$ cat config.mk
export PLATFORM = sky130hd
export DESIGN_NAME = psq_sequencer
export DESIGN_NICKNAME = d
export VERILOG_FILES = /design/src/psq_pkg.sv /design/src/psq_sequencer.sv
export SDC_FILE = /design/constraint.sdc
export NUM_CORES = 1
export LEC_CHECK = 0
export BUFFER_PORTS_ARGS = -buffer_cell sky130_fd_sc_hd__buf_2
export CAP_MARGIN = 10
export CORE_ASPECT_RATIO = 0.7
export CORE_MARGIN = 2
export CORE_UTILIZATION = 57
export DETAILED_ROUTE_END_ITERATION = 8
export PLACE_DENSITY = 0.76
export SETUP_SLACK_MARGIN = 0.1
export SYNTH_ARGS = -nofsm -noshare
export SYNTH_HDL_FRONTEND = slang
export SYNTH_SLANG_ARGS = --single-unit
$ cat constraint.sdc
create_clock -name clk_i -period 3.3 [get_ports clk_i]
set_clock_uncertainty 0.1 [all_clocks]
set_input_delay 0.165 -clock clk_i [delete_from_list [all_inputs] [get_ports clk_i]]
set_output_delay 0.165 -clock clk_i [all_outputs]
set_load 0.01 [all_outputs]
$ cat src/psq_pkg.sv
// Shared constants for the pushbutton power sequencer.
package psq_pkg;

	// System clock rate and derived cycles per time unit.
	localparam int CLK_HZ     = 10_000_000;
	localparam int CYC_PER_MS = CLK_HZ / 1000;
	localparam int CYC_PER_US = CLK_HZ / 1_000_000;

	// Documented intervals, each in its own unit.
	localparam int KEY_STAT_MS   = 50;  // Key hold before status goes low.
	localparam int STAT_REL_US   = 900; // Key high to status release.
	localparam int KEY_PUP_MS    = 400; // Key hold to start power-up.
	localparam int KEY_HR_S      = 5;   // Key hold to hard reset (4 s to 6 s).
	localparam int STAT_PW_MS    = 50;  // Status pulse width, at least 40 ms.
	localparam int USB_PUP_MS    = 100; // USB presence to start power-up.
	localparam int EN_PON_US     = 900; // Host enable to power-on.
	localparam int DIS_US        = 1;   // Host disable to regulator off.
	localparam int PUP_DUR_S     = 5;   // Power-up state duration.
	localparam int PDN_DUR_S     = 1;   // Power-down state duration.

	// Width of every interval counter; holds 5 s at the clock rate.
	localparam int CW = 26;

	// Synchroniser depth on every pin input.
	localparam int SYNC_W = 2;

	// Sequencer states, one-hot.
	typedef enum logic [6:0] {
		ST_OFF        = 7'h01,
		ST_HARD_RESET = 7'h02,
		ST_RAMPUP_A   = 7'h04,
		ST_RAMPUP_B   = 7'h08,
		ST_ACTIVE     = 7'h10,
		ST_RAMPDOWN_A = 7'h20,
		ST_RAMPDOWN_B = 7'h40
	} psq_state_t;

endpackage : psq_pkg

$ cat src/psq_sequencer.sv
// Pushbutton power sequencer: key timing, status output and regulator state machine.
//
// Notes on behaviour
// - Power-up and active states: status low after key held 50 ms.
// - Active: status releases 900 us after key high.
// - Idle states: key held 400 ms starts power-up.
// - Power-up and active states: key held 5 s forces hard reset.
// - Status low pulses last at least 50 ms.
// - Idle states: USB present 100 ms starts power-up.
// - Off: host enable high 900 us gives active.
// - Active: switcher off within 1 us of its enable low.
// - Active: linear off within 1 us of its enable low.
// - Each power-up state times out after 5 s; the timer restarts on entering the second.
// - Each power-down state lasts 1 s.
// - Order select picks first regulator; second follows.
// - Status is open-drain debounced copy of key.
`timescale 1ns/1ps
`default_nettype none

module psq_sequencer
	import psq_pkg::*;
#(
	// Cycle counts; shorten these in simulation.
	parameter int KEY_STAT_CYC = KEY_STAT_MS * CYC_PER_MS,
	parameter int STAT_REL_CYC = STAT_REL_US * CYC_PER_US,
	parameter int KEY_PUP_CYC  = KEY_PUP_MS * CYC_PER_MS,
	parameter int KEY_HR_CYC   = KEY_HR_S * 1000 * CYC_PER_MS,
	parameter int STAT_PW_CYC  = STAT_PW_MS * CYC_PER_MS,
	parameter int USB_PUP_CYC  = USB_PUP_MS * CYC_PER_MS,
	parameter int EN_PON_CYC   = EN_PON_US * CYC_PER_US,
	parameter int PUP_DUR_CYC  = PUP_DUR_S * 1000 * CYC_PER_MS,
	parameter int PDN_DUR_CYC  = PDN_DUR_S * 1000 * CYC_PER_MS
) (
	// Clock and reset.
	input  wire logic       clk_i,
	input  wire logic       rstn_i,
	// Pushbutton and USB presence pins.
	input  wire logic       key_n_i,
	input  wire logic       usb_present_i,
	// Host regulator enables and order strap.
	input  wire logic       switcher_enable_i,
	input  wire logic       linear_reg_enable_i,
	input  wire logic       startup_order_sel_i,
	// Regulator feedback near regulation.
	input  wire logic       switcher_near_reg_i,
	input  wire logic       linear_near_reg_i,
	// Open-drain key status pin.
	output logic            key_status_out_o,
	output logic            key_status_oe_o,
	// Regulator enables to the analog side.
	output logic            switcher_on_o,
	output logic            linear_on_o,
	// Current state, one-hot.
	output logic [6:0]      state_o
);

	// Bound from a host enable going low to its regulator off; no logic reads it.
	localparam int DIS_CYC = DIS_US * CYC_PER_US;

	// Synchroniser stages; only the last stage is read by logic.
	logic [SYNC_W-1:0] key_s_q;
	logic [SYNC_W-1:0] usb_s_q;
	logic [SYNC_W-1:0] swe_s_q;
	logic [SYNC_W-1:0] lne_s_q;
	logic [SYNC_W-1:0] ord_s_q;
	logic [SYNC_W-1:0] swr_s_q;
	logic [SYNC_W-1:0] lnr_s_q;

	// Synchronised levels.
	logic key_low;
	logic usb_on;
	logic sw_en;
	logic ln_en;
	logic ord_lin;
	logic sw_near;
	logic ln_near;

	// Interval counters.
	logic [CW-1:0] key_low_q;  // Key held low.
	logic [CW-1:0] key_high_q; // Key held high.
	logic [CW-1:0] usb_q;      // USB present.
	logic [CW-1:0] en_q;       // A host enable high.
	logic [CW-1:0] st_q;       // Time in current timed state.
	logic [CW-1:0] pw_q;       // Status low time.

	// State and output registers.
	psq_state_t state_q;
	psq_state_t state_d;
	logic       stat_low_q;
	logic       sw_on_q;
	logic       ln_on_q;

	// Saturating increment, or restart when the condition is broken.
	function automatic logic [CW-1:0] tick(input logic [CW-1:0] c, input logic run);
		if (!run) begin
			return '0;
		end
		return (&c) ? c : c + CW'(1);
	endfunction : tick

	// True once a counter reaches the given cycle count.
	function automatic logic reached(input logic [CW-1:0] c, input int n);
		return c >= CW'(n);
	endfunction : reached

	// Two-flop synchronisers on every pin; the strap is sampled the same way.
	always_ff @(posedge clk_i) begin
		if (!rstn_i) begin
			key_s_q <= '1;
			usb_s_q <= '0;
			swe_s_q <= '0;
			lne_s_q <= '0;
			ord_s_q <= '0;
			swr_s_q <= '0;
			lnr_s_q <= '0;
		end else begin
			key_s_q <= {key_s_q[0], key_n_i};
			usb_s_q <= {usb_s_q[0], usb_present_i};
			swe_s_q <= {swe_s_q[0], switcher_enable_i};
			lne_s_q <= {lne_s_q[0], linear_reg_enable_i};
			ord_s_q <= {ord_s_q[0], startup_order_sel_i};
			swr_s_q <= {swr_s_q[0], switcher_near_reg_i};
			lnr_s_q <= {lnr_s_q[0], linear_near_reg_i};
		end
	end

	// Levels taken from the second stage only.
	assign key_low = !key_s_q[SYNC_W-1];
	assign usb_on  = usb_s_q[SYNC_W-1];
	assign sw_en   = swe_s_q[SYNC_W-1];
	assign ln_en   = lne_s_q[SYNC_W-1];
	assign ord_lin = ord_s_q[SYNC_W-1];
	assign sw_near = swr_s_q[SYNC_W-1];
	assign ln_near = lnr_s_q[SYNC_W-1];

	// Input interval counters; each restarts as soon as its condition breaks.
	always_ff @(posedge clk_i) begin
		if (!rstn_i) begin
			key_low_q  <= '0;
			key_high_q <= '0;
			usb_q      <= '0;
			en_q       <= '0;
		end else begin
			key_low_q  <= tick(key_low_q, key_low);
			key_high_q <= tick(key_high_q, !key_low);
			usb_q      <= tick(usb_q, usb_on);
			en_q       <= tick(en_q, sw_en || ln_en);
		end
	end

	// State timer: runs in every state and restarts on every state change.
	always_ff @(posedge clk_i) begin
		if (!rstn_i) begin
			st_q <= '0;
		end else begin
			st_q <= tick(st_q, state_d == state_q);
		end
	end

	// Next-state logic.
	always_comb begin
		state_d = state_q;
		unique case (state_q)
			ST_OFF, ST_HARD_RESET: begin
				// Key hold or USB starts power-up; a key still down from a hard reset must be let go first.
				if ((reached(key_low_q, KEY_PUP_CYC) && !reached(key_low_q, KEY_HR_CYC))
				    || reached(usb_q, USB_PUP_CYC)) begin
					state_d = ST_RAMPUP_A;
				end else if (state_q == ST_OFF && reached(en_q, EN_PON_CYC)) begin
					// Host enable held in off goes straight to active.
					state_d = ST_ACTIVE;
				end
			end
			ST_RAMPUP_A, ST_RAMPUP_B: begin
				// A long press overrides the power-up sequence.
				if (reached(key_low_q, KEY_HR_CYC)) begin
					state_d = ST_HARD_RESET;
				end else if (state_q == ST_RAMPUP_A && (ord_lin ? ln_near : sw_near)) begin
					// First regulator near regulation: bring up the second.
					state_d = ST_RAMPUP_B;
				end else if (reached(st_q, PUP_DUR_CYC)) begin
					// Host must have taken over an enable by now, else power down.
					state_d = (sw_en || ln_en) ? ST_ACTIVE : ST_RAMPDOWN_A;
				end
			end
			ST_ACTIVE: begin
				if (reached(key_low_q, KEY_HR_CYC)) begin
					state_d = ST_HARD_RESET;
				end else if (!sw_en && !ln_en) begin
					// Host dropped both enables: begin power-down.
					state_d = ST_RAMPDOWN_A;
				end
			end
			ST_RAMPDOWN_A: begin
				if (reached(st_q, PDN_DUR_CYC)) begin
					state_d = ST_RAMPDOWN_B;
				end
			end
			ST_RAMPDOWN_B: begin
				if (reached(st_q, PDN_DUR_CYC)) begin
					state_d = ST_OFF;
				end
			end
			default: begin
				// Illegal code recovers to off.
				state_d = ST_OFF;
			end
		endcase
	end

	// State register.
	always_ff @(posedge clk_i) begin
		if (!rstn_i) begin
			state_q <= ST_OFF;
		end else begin
			state_q <= state_d;
		end
	end

	// Regulator enables. Host enables act through the synchroniser and one flop,
	// three cycles in all, well inside the disable bound of DIS_CYC cycles.
	always_ff @(posedge clk_i) begin
		if (!rstn_i) begin
			sw_on_q <= 1'b0;
			ln_on_q <= 1'b0;
		end else begin
			unique case (state_d)
				ST_RAMPUP_A: begin
					// Only the regulator picked by the order strap.
					sw_on_q <= !ord_lin;
					ln_on_q <= ord_lin;
				end
				ST_RAMPUP_B: begin
					sw_on_q <= 1'b1;
					ln_on_q <= 1'b1;
				end
				ST_ACTIVE: begin
					sw_on_q <= sw_en;
					ln_on_q <= ln_en;
				end
				default: begin
					// Off, hard reset and power-down keep both regulators off.
					sw_on_q <= 1'b0;
					ln_on_q <= 1'b0;
				end
			endcase
		end
	end

	// Status pulse width counter; runs only while status is held low.
	always_ff @(posedge clk_i) begin
		if (!rstn_i) begin
			pw_q <= '0;
		end else begin
			pw_q <= tick(pw_q, stat_low_q);
		end
	end

	// Debounced status: asserted after a qualified hold in the on or up states,
	// released only after the minimum width and a settled release of the key.
	// Release is allowed in any state so the pin never sticks low after a reset.
	always_ff @(posedge clk_i) begin
		if (!rstn_i) begin
			stat_low_q <= 1'b0;
		end else if (!stat_low_q) begin
			if ((state_q == ST_ACTIVE || state_q == ST_RAMPUP_A || state_q == ST_RAMPUP_B)
			    && reached(key_low_q, KEY_STAT_CYC)) begin
				stat_low_q <= 1'b1;
			end
		end else if (reached(pw_q, STAT_PW_CYC) && reached(key_high_q, STAT_REL_CYC)) begin
			stat_low_q <= 1'b0;
		end
	end

	// Open-drain pin: data is always low, enable drives it.
	always_ff @(posedge clk_i) begin
		if (!rstn_i) begin
			key_status_out_o <= 1'b0;
			key_status_oe_o  <= 1'b0;
		end else begin
			key_status_out_o <= 1'b0;
			key_status_oe_o  <= stat_low_q;
		end
	end

	// Registered outputs.
	assign switcher_on_o = sw_on_q;
	assign linear_on_o   = ln_on_q;
	assign state_o       = state_q;

endmodule : psq_sequencer

`default_nettype wire

After elaboration in Yosys (flattened, before gate mapping) --
Index checks and enable logic that the tools add are counted.
Storage, ports and cells: bits in latches 0, memories kept 0, input bits 9, memory bits (writable) 0, register bits 181, memory bits (read-only) 0, output and inout bits 11
Operators by class: order comparisons 9, div/mod/pow operators 0, multiply operators 0, equal/unequal tests 17, shift-type cells 0, reductions and logical operators 22, bitwise operators 0, $add $sub $neg 6, muxes and demuxes 47
Operator list (number):
- two-way mux 26 bit | 18
- adder 26 x 1 -> 26 bit (second input constant) | 6
- AND reduction 26 bit | 6
- two-way mux 7 bit | 9
- greater-or-equal comparator 26 x 14 -> 1 bit (second input constant) | 2
- greater-or-equal comparator 26 x 19 -> 1 bit (second input constant) | 2
- greater-or-equal comparator 26 bit (second input constant) | 2
- one-hot mux 7 bit (5 select lines) | 1
- greater-or-equal comparator 26 x 20 -> 1 bit (second input constant) | 1
- greater-or-equal comparator 26 x 22 -> 1 bit (second input constant) | 1
- greater-or-equal comparator 26 x 24 -> 1 bit (second input constant) | 1
- two-way mux 1 bit | 16
- equality test 7 x 3 -> 1 bit (second input constant) | 2
- equality test 7 x 4 -> 1 bit (second input constant) | 2
- equality test 7 x 5 -> 1 bit (second input constant) | 2
- inequality test 2 bit (second input constant) | 6
- equality test 7 x 1 -> 1 bit (second input constant) | 1
- equality test 7 x 2 -> 1 bit (second input constant) | 1
- equality test 7 x 6 -> 1 bit (second input constant) | 1
- equality test 7 bit | 1
- equality test 7 bit (second input constant) | 1
- logical AND 1 bit | 6
- two-way mux 6 bit | 1
- one-hot mux 1 bit (3 select lines) | 2
- other kinds (3) | 10

Depth between registers and ports, before layout --
Gate-level depths: netlist (run 1).
word-level depth 10, depth in mapped cells 11, depth with buffers taken out 8

Least setup slack after synthesis (run 1) --
No wires, ideal clock.
path kind register to register, start reg usb_q[25], end reg st_q[7], library setup time 0.073 ns, clock period less this slack 3.048 ns, stages on the path, launching flop included 9, path slack 0.252 ns, arrival 2.875 ns, cells stage by stage dfxtp_1 > or4_1 > or4_4 > o2bb2ai_1 > or4_1 > or4_1 > buf_6 > buf_12 > nor3_4
Between the ends: word-level cells in the longest chain between the ends 8
Ends and longest elaborated chain:
- from (decl) | line psq_sequencer.sv:81 | logic [CW-1:0] usb_q;
- from (signal assigned) | line psq_sequencer.sv:146 | usb_q <= tick(usb_q, usb_on);
- greater-or-equal comparator 26 x 20 -> 1 bit (*) | line psq_sequencer.sv:103 | return c >= CW'(n);
- logical OR 1 bit (*) | line psq_sequencer.sv:167 | || reached(usb_q, USB_PUP_CYC)) begin
- two-way mux 7 bit (*) | line psq_sequencer.sv:166 | if ((reached(key_low_q, KEY_PUP_CYC) && !reached(key_low_q, KEY_HR_CYC))
- one-hot mux 7 bit (5 select lines) (*) | line psq_sequencer.sv:163 | unique case (state_q)
- equality test 7 bit (*) | line psq_sequencer.sv:156 | st_q <= tick(st_q, state_d == state_q);
- two-way mux 1 bit (*) | line psq_sequencer.sv:95 | if (!run) begin
- two-way mux 1 bit (*) | line psq_sequencer.sv:153 | if (!rstn_i) begin
- inequality test 2 bit (no source line) / two-way mux 26 bit (equally long branches)
- to (signal assigned) | line psq_sequencer.sv:156
- to (decl) | line psq_sequencer.sv:83 | logic [CW-1:0] st_q;
Every way passes the cells marked *; elsewhere a longest branch is shown, timed or not. The select of a mux whose other input is x is not followed. A chain may end at the register's enable or synchronous reset.

Final worst setup path (run 1) --
start reg usb_q[21], end reg st_q[24]
Same word-level chain as after synthesis.

==> results of run 1 <==
power by group through the flow:
stage,Combinational [mW],Sequential (mW),Clock [mW]
3_3_place_gp,0.0717,2.26,0
6_report,0.0911,2.21,2.08
5_1_grt,0.0993,2.21,2.21
2_1_floorplan,0.0619,2.26,0
4_1_cts,0.0814,2.21,2.10
3_5_place_dp,0.0740,2.26,0
flip-flops by register name (all words and copies together) (netlist names):
name and count:
lnr_s_q 2, switcher_on_o 1, swe_s_q 2, key_status_oe_o 1, linear_on_o 1, ord_s_q 2, pw_q 26, key_low_q 26
stat_low_q 1, state_o 7, usb_s_q 2, usb_q 26, swr_s_q 2, key_high_q 26, st_q 26, en_q 26
key_s_q 2, lne_s_q 2
cells in the final DEF, fill, tap and decap left out, drive strengths merged, types with 12 or more instances in the layout:
cell,n
and3,22
dfxtp,181
nand3,64
inv,31
nand2,94
nor3,66
o21ai,36
clkbuf,21
and4,22
nand4,40
a21oi,30
xor2,68
nor2,160
or3,14
nor4,31
buf,42
ha,12
and2,30
xnor2,46
final cells by class:
type | count | area, µm²
timing repair buffer | 51 | 403
sequential | 181 | 3620
tap | 200 | 250
clock buffer | 19 | 443
multi-input combinational | 852 | 5210
clock inverter | 12 | 155
fill | 1348 | 5390
inverter | 30 | 113
what timing repair did:
action                                  in CTS  in global routing
hold buffers                                 7                  0
endpoints found under the setup margin       0                 14
gates resized for setup                      0                  5
endpoints found under the hold margin        7                  0
buffers inserted                             0                  0
worst reg2reg max path: stages, from the launching register on:
cell	delay [ns]
dfxtp_1	0.31
or4_1	0.51
or4_4	0.51
o2bb2ai_2	0.14
or4_4	0.51
or4_4	0.61
buf_12	0.19
a2111oi_4	0.25
per-layer routing:
metal,vias up,wire [µm]
li1,3947,-
met1,3626,9970
met2,192,8810
met3,22,984
met4,0,214
met5,-,0
synth_stat cells (4+ instances only):
library cell	instances	area [µm²]
dfxtp_1	181	3620
nor2_1	160	601
nand2_1	94	353
xor2_1	68	596
nand3_1	64	320
nor3_1	46	230
xnor2_1	46	403
nand4_1	40	250
o21ai_0	36	180
a21oi_1	30	150
inv_1	30	113
nor4_1	30	188
and2_1	28	175
clkbuf_1	27	101
and4_1	22	193
and3_1	21	131
nor3_2	18	180
or3_1	14	87.6
ha_1	12	150
nand2b_1	11	68.8
nor2b_1	10	62.6
mux2i_1	8	80.1
or2_2	8	50.1
or4_1	8	60.1
o31ai_1	7	52.6
nor3b_1	6	45.0
a211oi_1	5	37.5
a31oi_1	5	31.3
o211ai_1	4	30.0
o21a_1	4	30.0
kinds of logic (layout without fill, tap and decap cells):
kind of cell	count (synthesis)	in the layout
mux	10	10
xor+xnor	114	114
flops	181	181
buf+inv	69	112
compound gates	117	117
other cells	1	1
simple gates	598	598
fa+ha+maj	12	12
path summary, 6_finish.rpt:
kind	endpoint	slack, ns	depth (start not counted)
hold / removal	key_s_q[0]	0.14	3
setup / recovery	st_q[24]	0.09	7
setup reg to reg	st_q[24]	0.09	7
hold reg to reg	key_s_q[1]	0.32	1
==> qor.yml, run 1 <==
outcome:
  status: "finished, final reports clean"
critical_path:
  path_cells: "or4_1 > or4_4 > o2bb2ai_2 > or4_4 > or4_4 > buf_12 > a2111oi_4"
  worstSetupPathType: "flop to flop"
  cp-end-kind: "flop"
  cp.required_ns: 3.54
  cpPeakStageDelay_ns: 0.61
  worstSetupStartpointType: "flop"
  worstPathArrival_ns: 3.45
  cp_slowest_cell: "or4_4"
  r2r-start: "usb_q[21]"
  timing.critical_path.mode_cell: "or4_4"
  crit_start: "usb_q[21]"
  crit_family: "simple AND/OR/NAND/NOR gates"
  critPathBufInv: 1
  cp_max_fo: 7
floorplan:
  fp.dieH_um: 110
  core-area_um2: 15600
  fp.dieArea_um2: 17100
  num_rows: 38
  die_x_um: 155
  initial_core_util: 0.586
  io_pins: 20
synth:
  synthAdderAreaFrac: 0.0164
  synth_fp_nets: 1123
  yosysUniqueCellTypes: 69
  syn_inst: 1102
  avgSynthCellArea_um2: 8.30
  synth_top_family_by_area: "simple AND/OR/NAND/NOR gates"
  ys.flop_type: "dfxtp_1"
  synth_xor_area_frac: 0.109
  async_flop_share: 0
  ys_warn_count: 0
  yosys-mux-area-fraction: 0.0112
  synth-simple-area-share: 0.347
  synth_compound_area_frac: 0.0837
  ys_ff_latch: 181
  syn_area_um2: 9150
  synth_edf_count: 0
  synth-seq-area-share: 0.396
place:
  gp_congestion: 0.882
  placed_cell_area_um2: 9460
  placedCellCount: 1305
  dp_hpwl_um: 13300
  portBuffers: 18
  post-place-ws_ns: 0.113
clocking:
  numCtsBuffers: 17
  cts.path.max_buffers: 2
  insertion_delay_ns: 0.43
  cts_tree: "built"
  root_buffer: "clkbuf_16"
  clock-sinks: 181
  h-tree-depth: 4
  clk_pin_slew_worst_paths_ns: 0.07
global_routing:
  use_met3: 0.0543
  grt_pass1_wl_um: 32900
  antenna_found_initial: 0
  overflow: 0
  use_met1: 0.331
  grtUsageMet2: 0.367
  grt_max_degree: 34
  grt_pass1_vias: 6975
  track_usage: 0.236
  busiest_layer: "met2"
cells_and_area:
  fin_util: 0.654
  instances_no_fill: 1345
  antenna_cells: 0
  synthToLayoutAreaGrowth_pct: 11.5
  fin_area_um2: 10200
  drive_gt1_frac: 0.104
  fin_nets: 1154
sta:
  final_hold_viol_count: 0
  worst_hold_slack_ns: 0.136
  max_freq_ghz: 0.311
  final_max_slew_viol_count: 0
  fin_ws_ns: 0.0886
  slew_headroom: 0.328
  finalCritPeriodShare: 0.973
  rsz0062_at_grt: "true"
  setup_viol: 0
  period_minus_slack_ns: 3.21
  tns_ns: 0
  worst_slew_pin_slew_ns: 1.01
min_path:
  hold_class: "input port to flop"
  worstHoldStart: "rstn_i"
pwr:
  clkPwrFrac: 0.474
  p_seq_frac: 0.505
  p_int_mw: 3.45
  peakVddDrop_mv: 0.253
  p_sw_uw: 933
  power.density_nw_per_um2: 429
  combPwrFrac: 0.021
  p_sw_frac: 0.213
  p_total_mw: 4.38
  p_leak_nw: 3.42
route:
  drc: 0
  via_per_inst: 5.79
  vias: 7787
  ant_nets: 0
  firstDrtPassIters: 5
  wl_per_cell_um: 14.8
  routed_wl_um: 20000
  drtIter0Drc: 463
job:
  cap_violations: 0
Note: power is estimated with default switching activity, not from simulation.
==> run 2, diff against run 1 <==
- GPL_TIMING_DRIVEN: not set -> 0
==> qor.yml, run 2 (same netlist as run 1, synthesis figures left out) <==
floorplan:
  io_pins: 20
  die_x_um: 155
  initial_core_util: 0.586
  fp.dieArea_um2: 17100
  core-area_um2: 15600
  num_rows: 38
  fp.dieH_um: 110
job:
  cap_violations: 0
place:
  dp_hpwl_um: 14100
  portBuffers: 17
  gp_congestion: 0.875
clocking:
  numCtsBuffers: 17
  cts_tree: "built"
  h-tree-depth: 4
  clock-sinks: 181
  root_buffer: "clkbuf_16"
  insertion_delay_ns: 0.43
  cts.path.max_buffers: 2
  clk_pin_slew_worst_paths_ns: 0.07
sta:
  worst_hold_slack_ns: 0.0798
  finalCritPeriodShare: 0.974
  rsz0062_at_grt: "true"
  max_freq_ghz: 0.311
  period_minus_slack_ns: 3.21
  setup_viol: 0
  final_hold_viol_count: 0
  final_max_slew_viol_count: 0
  worst_slew_pin_slew_ns: 1.03
  slew_headroom: 0.308
route:
  via_per_inst: 5.80
  ant_nets: 0
  top_layer_used: "met4"
  drc: 0
  met1_length_um: 10800
  wl_met2_um: 8540
  firstDrtPassIters: 6
  drtIter0Drc: 732
  wl_per_cell_um: 15.0
  wl_met3_um: 929
  vias: 7900
  routed_wl_um: 20400
critical_path:
  cp_max_fo: 5
  timing.critical_path.mode_cell: "or4_4"
  worstPathArrival_ns: 3.46
  cp.required_ns: 3.55
  cp_slowest_cell: "or4_4"
  cp-end-kind: "flop"
  worstSetupStartpointType: "flop"
  cpPeakStageDelay_ns: 0.54
  worstSetupPathType: "flop to flop"
  path_cells: "or4_1 > or4_4 > o2bb2ai_2 > or4_4 > or4_4 > buf_12 > buf_4 > nor3_1"
cells_and_area:
  fin_nets: 1169
  synthToLayoutAreaGrowth_pct: 14.1
  fillCellCount: 1312
  fin_util: 0.669
  drive_gt1_frac: 0.103
  layout_commonest_cell: "dfxtp_1"
  antenna_cells: 0
  mostFrequentLayoutCells: "dfxtp_1 (179), nor2_1 (160), nand2_1 (94)"
pwr:
  p_leak_nw: 3.42
  power.density_nw_per_um2: 446
  peakVddDrop_mv: 0.306
global_routing:
  overflow: 0
  antenna_found_initial: 0
  grt_max_degree: 17
  grt_pass1_vias: 6931
  track_usage: 0.243
  grt_pass1_wl_um: 33800
min_path:
  hold_class: "input port to flop"
outcome:
  status: "finished, final reports clean"
## run 2: cell count changes in the layout (fill, tap and decap cells not counted), moves of 5 or more
cell / before / now
nor3_4: 2 / 9
nor3_2: 18 / 13
buf_4: 23 / 4
nor4_2: 0 / 5
nor4_1: 30 / 25
clkbuf_1: 1 / 23
## run 2: layer usage
metal,global-route usage,vias to the layer above
met5,0,-
met4,0.0675,0
met3,0.0438,14
met2,0.344,192
met1,0.377,3719
li1,-,3975
## run 2: path summary, 6_finish.rpt
| check | from | endpoint | slack (ns) | cells after the start |
|---|---|---|---|---|
| setup / recovery | usb_q[25] | st_q[4] | 0.09 | 8 |
| hold / removal | rstn_i | usb_q[16] | 0.08 | 3 |
| setup reg to reg | usb_q[25] | st_q[4] | 0.09 | 8 |
| hold reg to reg | key_s_q[0] | key_s_q[1] | 0.32 | 1 |
## run 2: area by class of cell
| class | instances | area (µm²) | share of cell area |
|---|---|---|---|
| timing repair buffer | 28 | 238 | 0.0228 |
| clock buffer | 18 | 439 | 0.0421 |
| multi-input combinational | 852 | 5300 | 0.508 |
| sequential | 181 | 3630 | 0.347 |
| buffer | 38 | 228 | 0.0218 |
| tap | 200 | 250 | 0.0240 |
| inverter | 30 | 113 | 0.0108 |
| clock inverter | 14 | 246 | 0.0236 |
## run 2: power by group
group	internal, mW	total [mW]	switching (mW)	leakage, nW
Combinational	0.0500	0.111	0.0608	1.63
Clock	1.45	2.33	0.882	0.324
Sequential	2.20	2.21	0.0113	1.46
## run 2: repair_timing
item                       CTS  global route
cloned                       0             3
pin swaps                    1            20
setup endpoints to repair   21            44
gates resized for setup      1            27
buffers inserted             0             1
hold endpoints to repair     7             0
hold buffers                 7             0
## run 2: metrics by stage
stage               TNS [ns]  setup WS [ns]  instance area (µm²)  power (mW)  instances
floorplan                  0          0.252                 9150        2.32       1102
global placement           0         0.0980                 9480        2.34       1319
detailed placement         0         0.0722                 9480        2.35       1319
CTS                        0         0.0983                10200        4.67       1358
global route         -0.0123       -0.00636                10400        4.80       1361
finish                     0         0.0866                10400        4.65       1361
## run 2: worst max-delay path: cells and delay by family (launching register included)
kind | cells | cell delay [ns]
flip-flops | 1 | 0.34
AO/OA/AOI/OAI | 1 | 0.14
AND/OR/NAND/NOR | 5 | 2.26
buffers and inverters | 2 | 0.30
==> run 3, diff against run 2 <==
- CORE_UTILIZATION: 57 -> 50
- PLACE_DENSITY: 0.76 -> 0.78
- SETUP_SLACK_MARGIN: 0.1 -> not set
==> qor.yml, run 3 (same netlist as run 1, synthesis figures left out) <==
outcome:
  status: "finished, final reports clean"
sta:
  tns_ns: 0
  final_hold_viol_count: 0
  slew_headroom: 0.322
  worst_slew_pin_slew_ns: 1.01
  max_freq_ghz: 0.314
  rsz0062_at_grt: "false"
  finalCritPeriodShare: 0.966
  setup_viol: 0
  period_minus_slack_ns: 3.19
  final_max_slew_viol_count: 0
cells_and_area:
  antenna_cells: 0
  fillCellCount: 1608
  fin_util: 0.567
  synthToLayoutAreaGrowth_pct: 11.4
  drive_gt1_frac: 0.0909
  mostFrequentLayoutCells: "dfxtp_1 (178), nor2_1 (160), nand2_1 (94)"
  fin_nets: 1163
  layout_commonest_cell: "dfxtp_1"
  instances_no_fill: 1391
route:
  drc: 0
  top_layer_used: "met4"
  vias: 7861
  firstDrtPassIters: 7
  wl_met2_um: 8400
  ant_nets: 0
  via_per_inst: 5.65
  drtIter0Drc: 664
  met1_length_um: 10000
  routed_wl_um: 19900
  wl_met3_um: 1280
  wl_per_cell_um: 14.3
floorplan:
  fp.dieH_um: 117
  core-area_um2: 18000
  io_pins: 20
  die_x_um: 166
  initial_core_util: 0.509
  num_rows: 41
  fp.dieArea_um2: 19400
clocking:
  h-tree-depth: 4
  numCtsBuffers: 17
  root_buffer: "clkbuf_16"
  cts.path.max_buffers: 2
  cts_tree: "built"
  insertion_delay_ns: 0.44
  clk_pin_slew_worst_paths_ns: 0.07
  clock-sinks: 181
global_routing:
  overflow: 0
  grt_pass1_vias: 6903
  grt_max_degree: 18
  track_usage: 0.209
  antenna_found_initial: 0
  grt_pass1_wl_um: 33600
min_path:
  hold_class: "input port to flop"
critical_path:
  cpPeakStageDelay_ns: 0.52
  cp-end-kind: "flop"
  worstSetupPathType: "flop to flop"
  cp_slowest_cell: "or4_4"
  worstSetupStartpointType: "flop"
  cp_max_fo: 10
  cp.required_ns: 3.56
  path_cells: "or4_1 > or4_4 > o2bb2ai_1 > or4_1 > or4_4 > buf_6 > buf_12 > nor3_2"
  worstPathArrival_ns: 3.45
place:
  gp_congestion: 0.875
  dp_hpwl_um: 14000
  placedCellCount: 1355
  portBuffers: 17
pwr:
  p_leak_nw: 3.36
  power.density_nw_per_um2: 427
  peakVddDrop_mv: 0.267
job:
  cap_violations: 0
-- run 3: worst max-delay path, delay by kind of cell (launching register included) --
family / cells / cell delay (ns)
and+or+nand+nor: 5 / 2.20
DFF: 1 / 0.35
buffers and inverters: 2 / 0.31
AOI/OAI and AO/OA: 1 / 0.14
-- run 3: area by class of cell --
cell class              count  area [µm²]  share of cell area
clock inverters            14         160              0.0157
inverters                  30         113              0.0111
flip-flops and latches    181        3630               0.356
clock buffers              18         429              0.0421
plain buffers              36         208              0.0204
repair buffers             24         155              0.0152
well taps                 236         295              0.0290
multi-input cells         852        5200               0.510
-- run 3: through the flow --
step / cell area (µm²) / hold WS, ns / worst slack (ns) / total power, mW
floorplan: 9150 / 0.166 / 0.252 / 2.32
global placement: 9530 / 0.270 / 0.121 / 2.34
detailed placement: 9530 / 0.276 / 0.0917 / 2.34
CTS: 10200 / 0.0143 / 0.0628 / 4.39
global route: 10200 / 0.0117 / 0.00948 / 4.50
finish: 10200 / 0.0211 / 0.113 / 4.35
-- run 3: where the power goes --
part	switching, mW	leakage, nW	total, mW	internal [mW]
Combinational	0.0537	1.61	0.0918	0.0380
Sequential	0.0106	1.46	2.21	2.20
Clock	0.915	0.281	2.05	1.14
-- run 3: final timing paths --
path                 to  startpoint  slack (ns)  depth (start not counted)
max            st_q[12]   usb_q[25]        0.11                          8
min           usb_q[20]      rstn_i        0.02                          3
max reg2reg    st_q[12]   usb_q[25]        0.11                          8
min reg2reg  key_s_q[1]  key_s_q[0]        0.33                          1
-- run 3: repair_timing --
action                                  CTS  global route
endpoints found under the hold margin     7             0
buffers inserted                          0             0
gates resized for setup                   0             5
hold buffers                              7             0
endpoints found under the setup margin    0            25
-- run 3: routing by layer --
metal,vias up,GRT usage
met5,-,0
li1,3964,-
met1,3622,0.310
met2,253,0.308
met3,22,0.0457
met4,0,0.0522
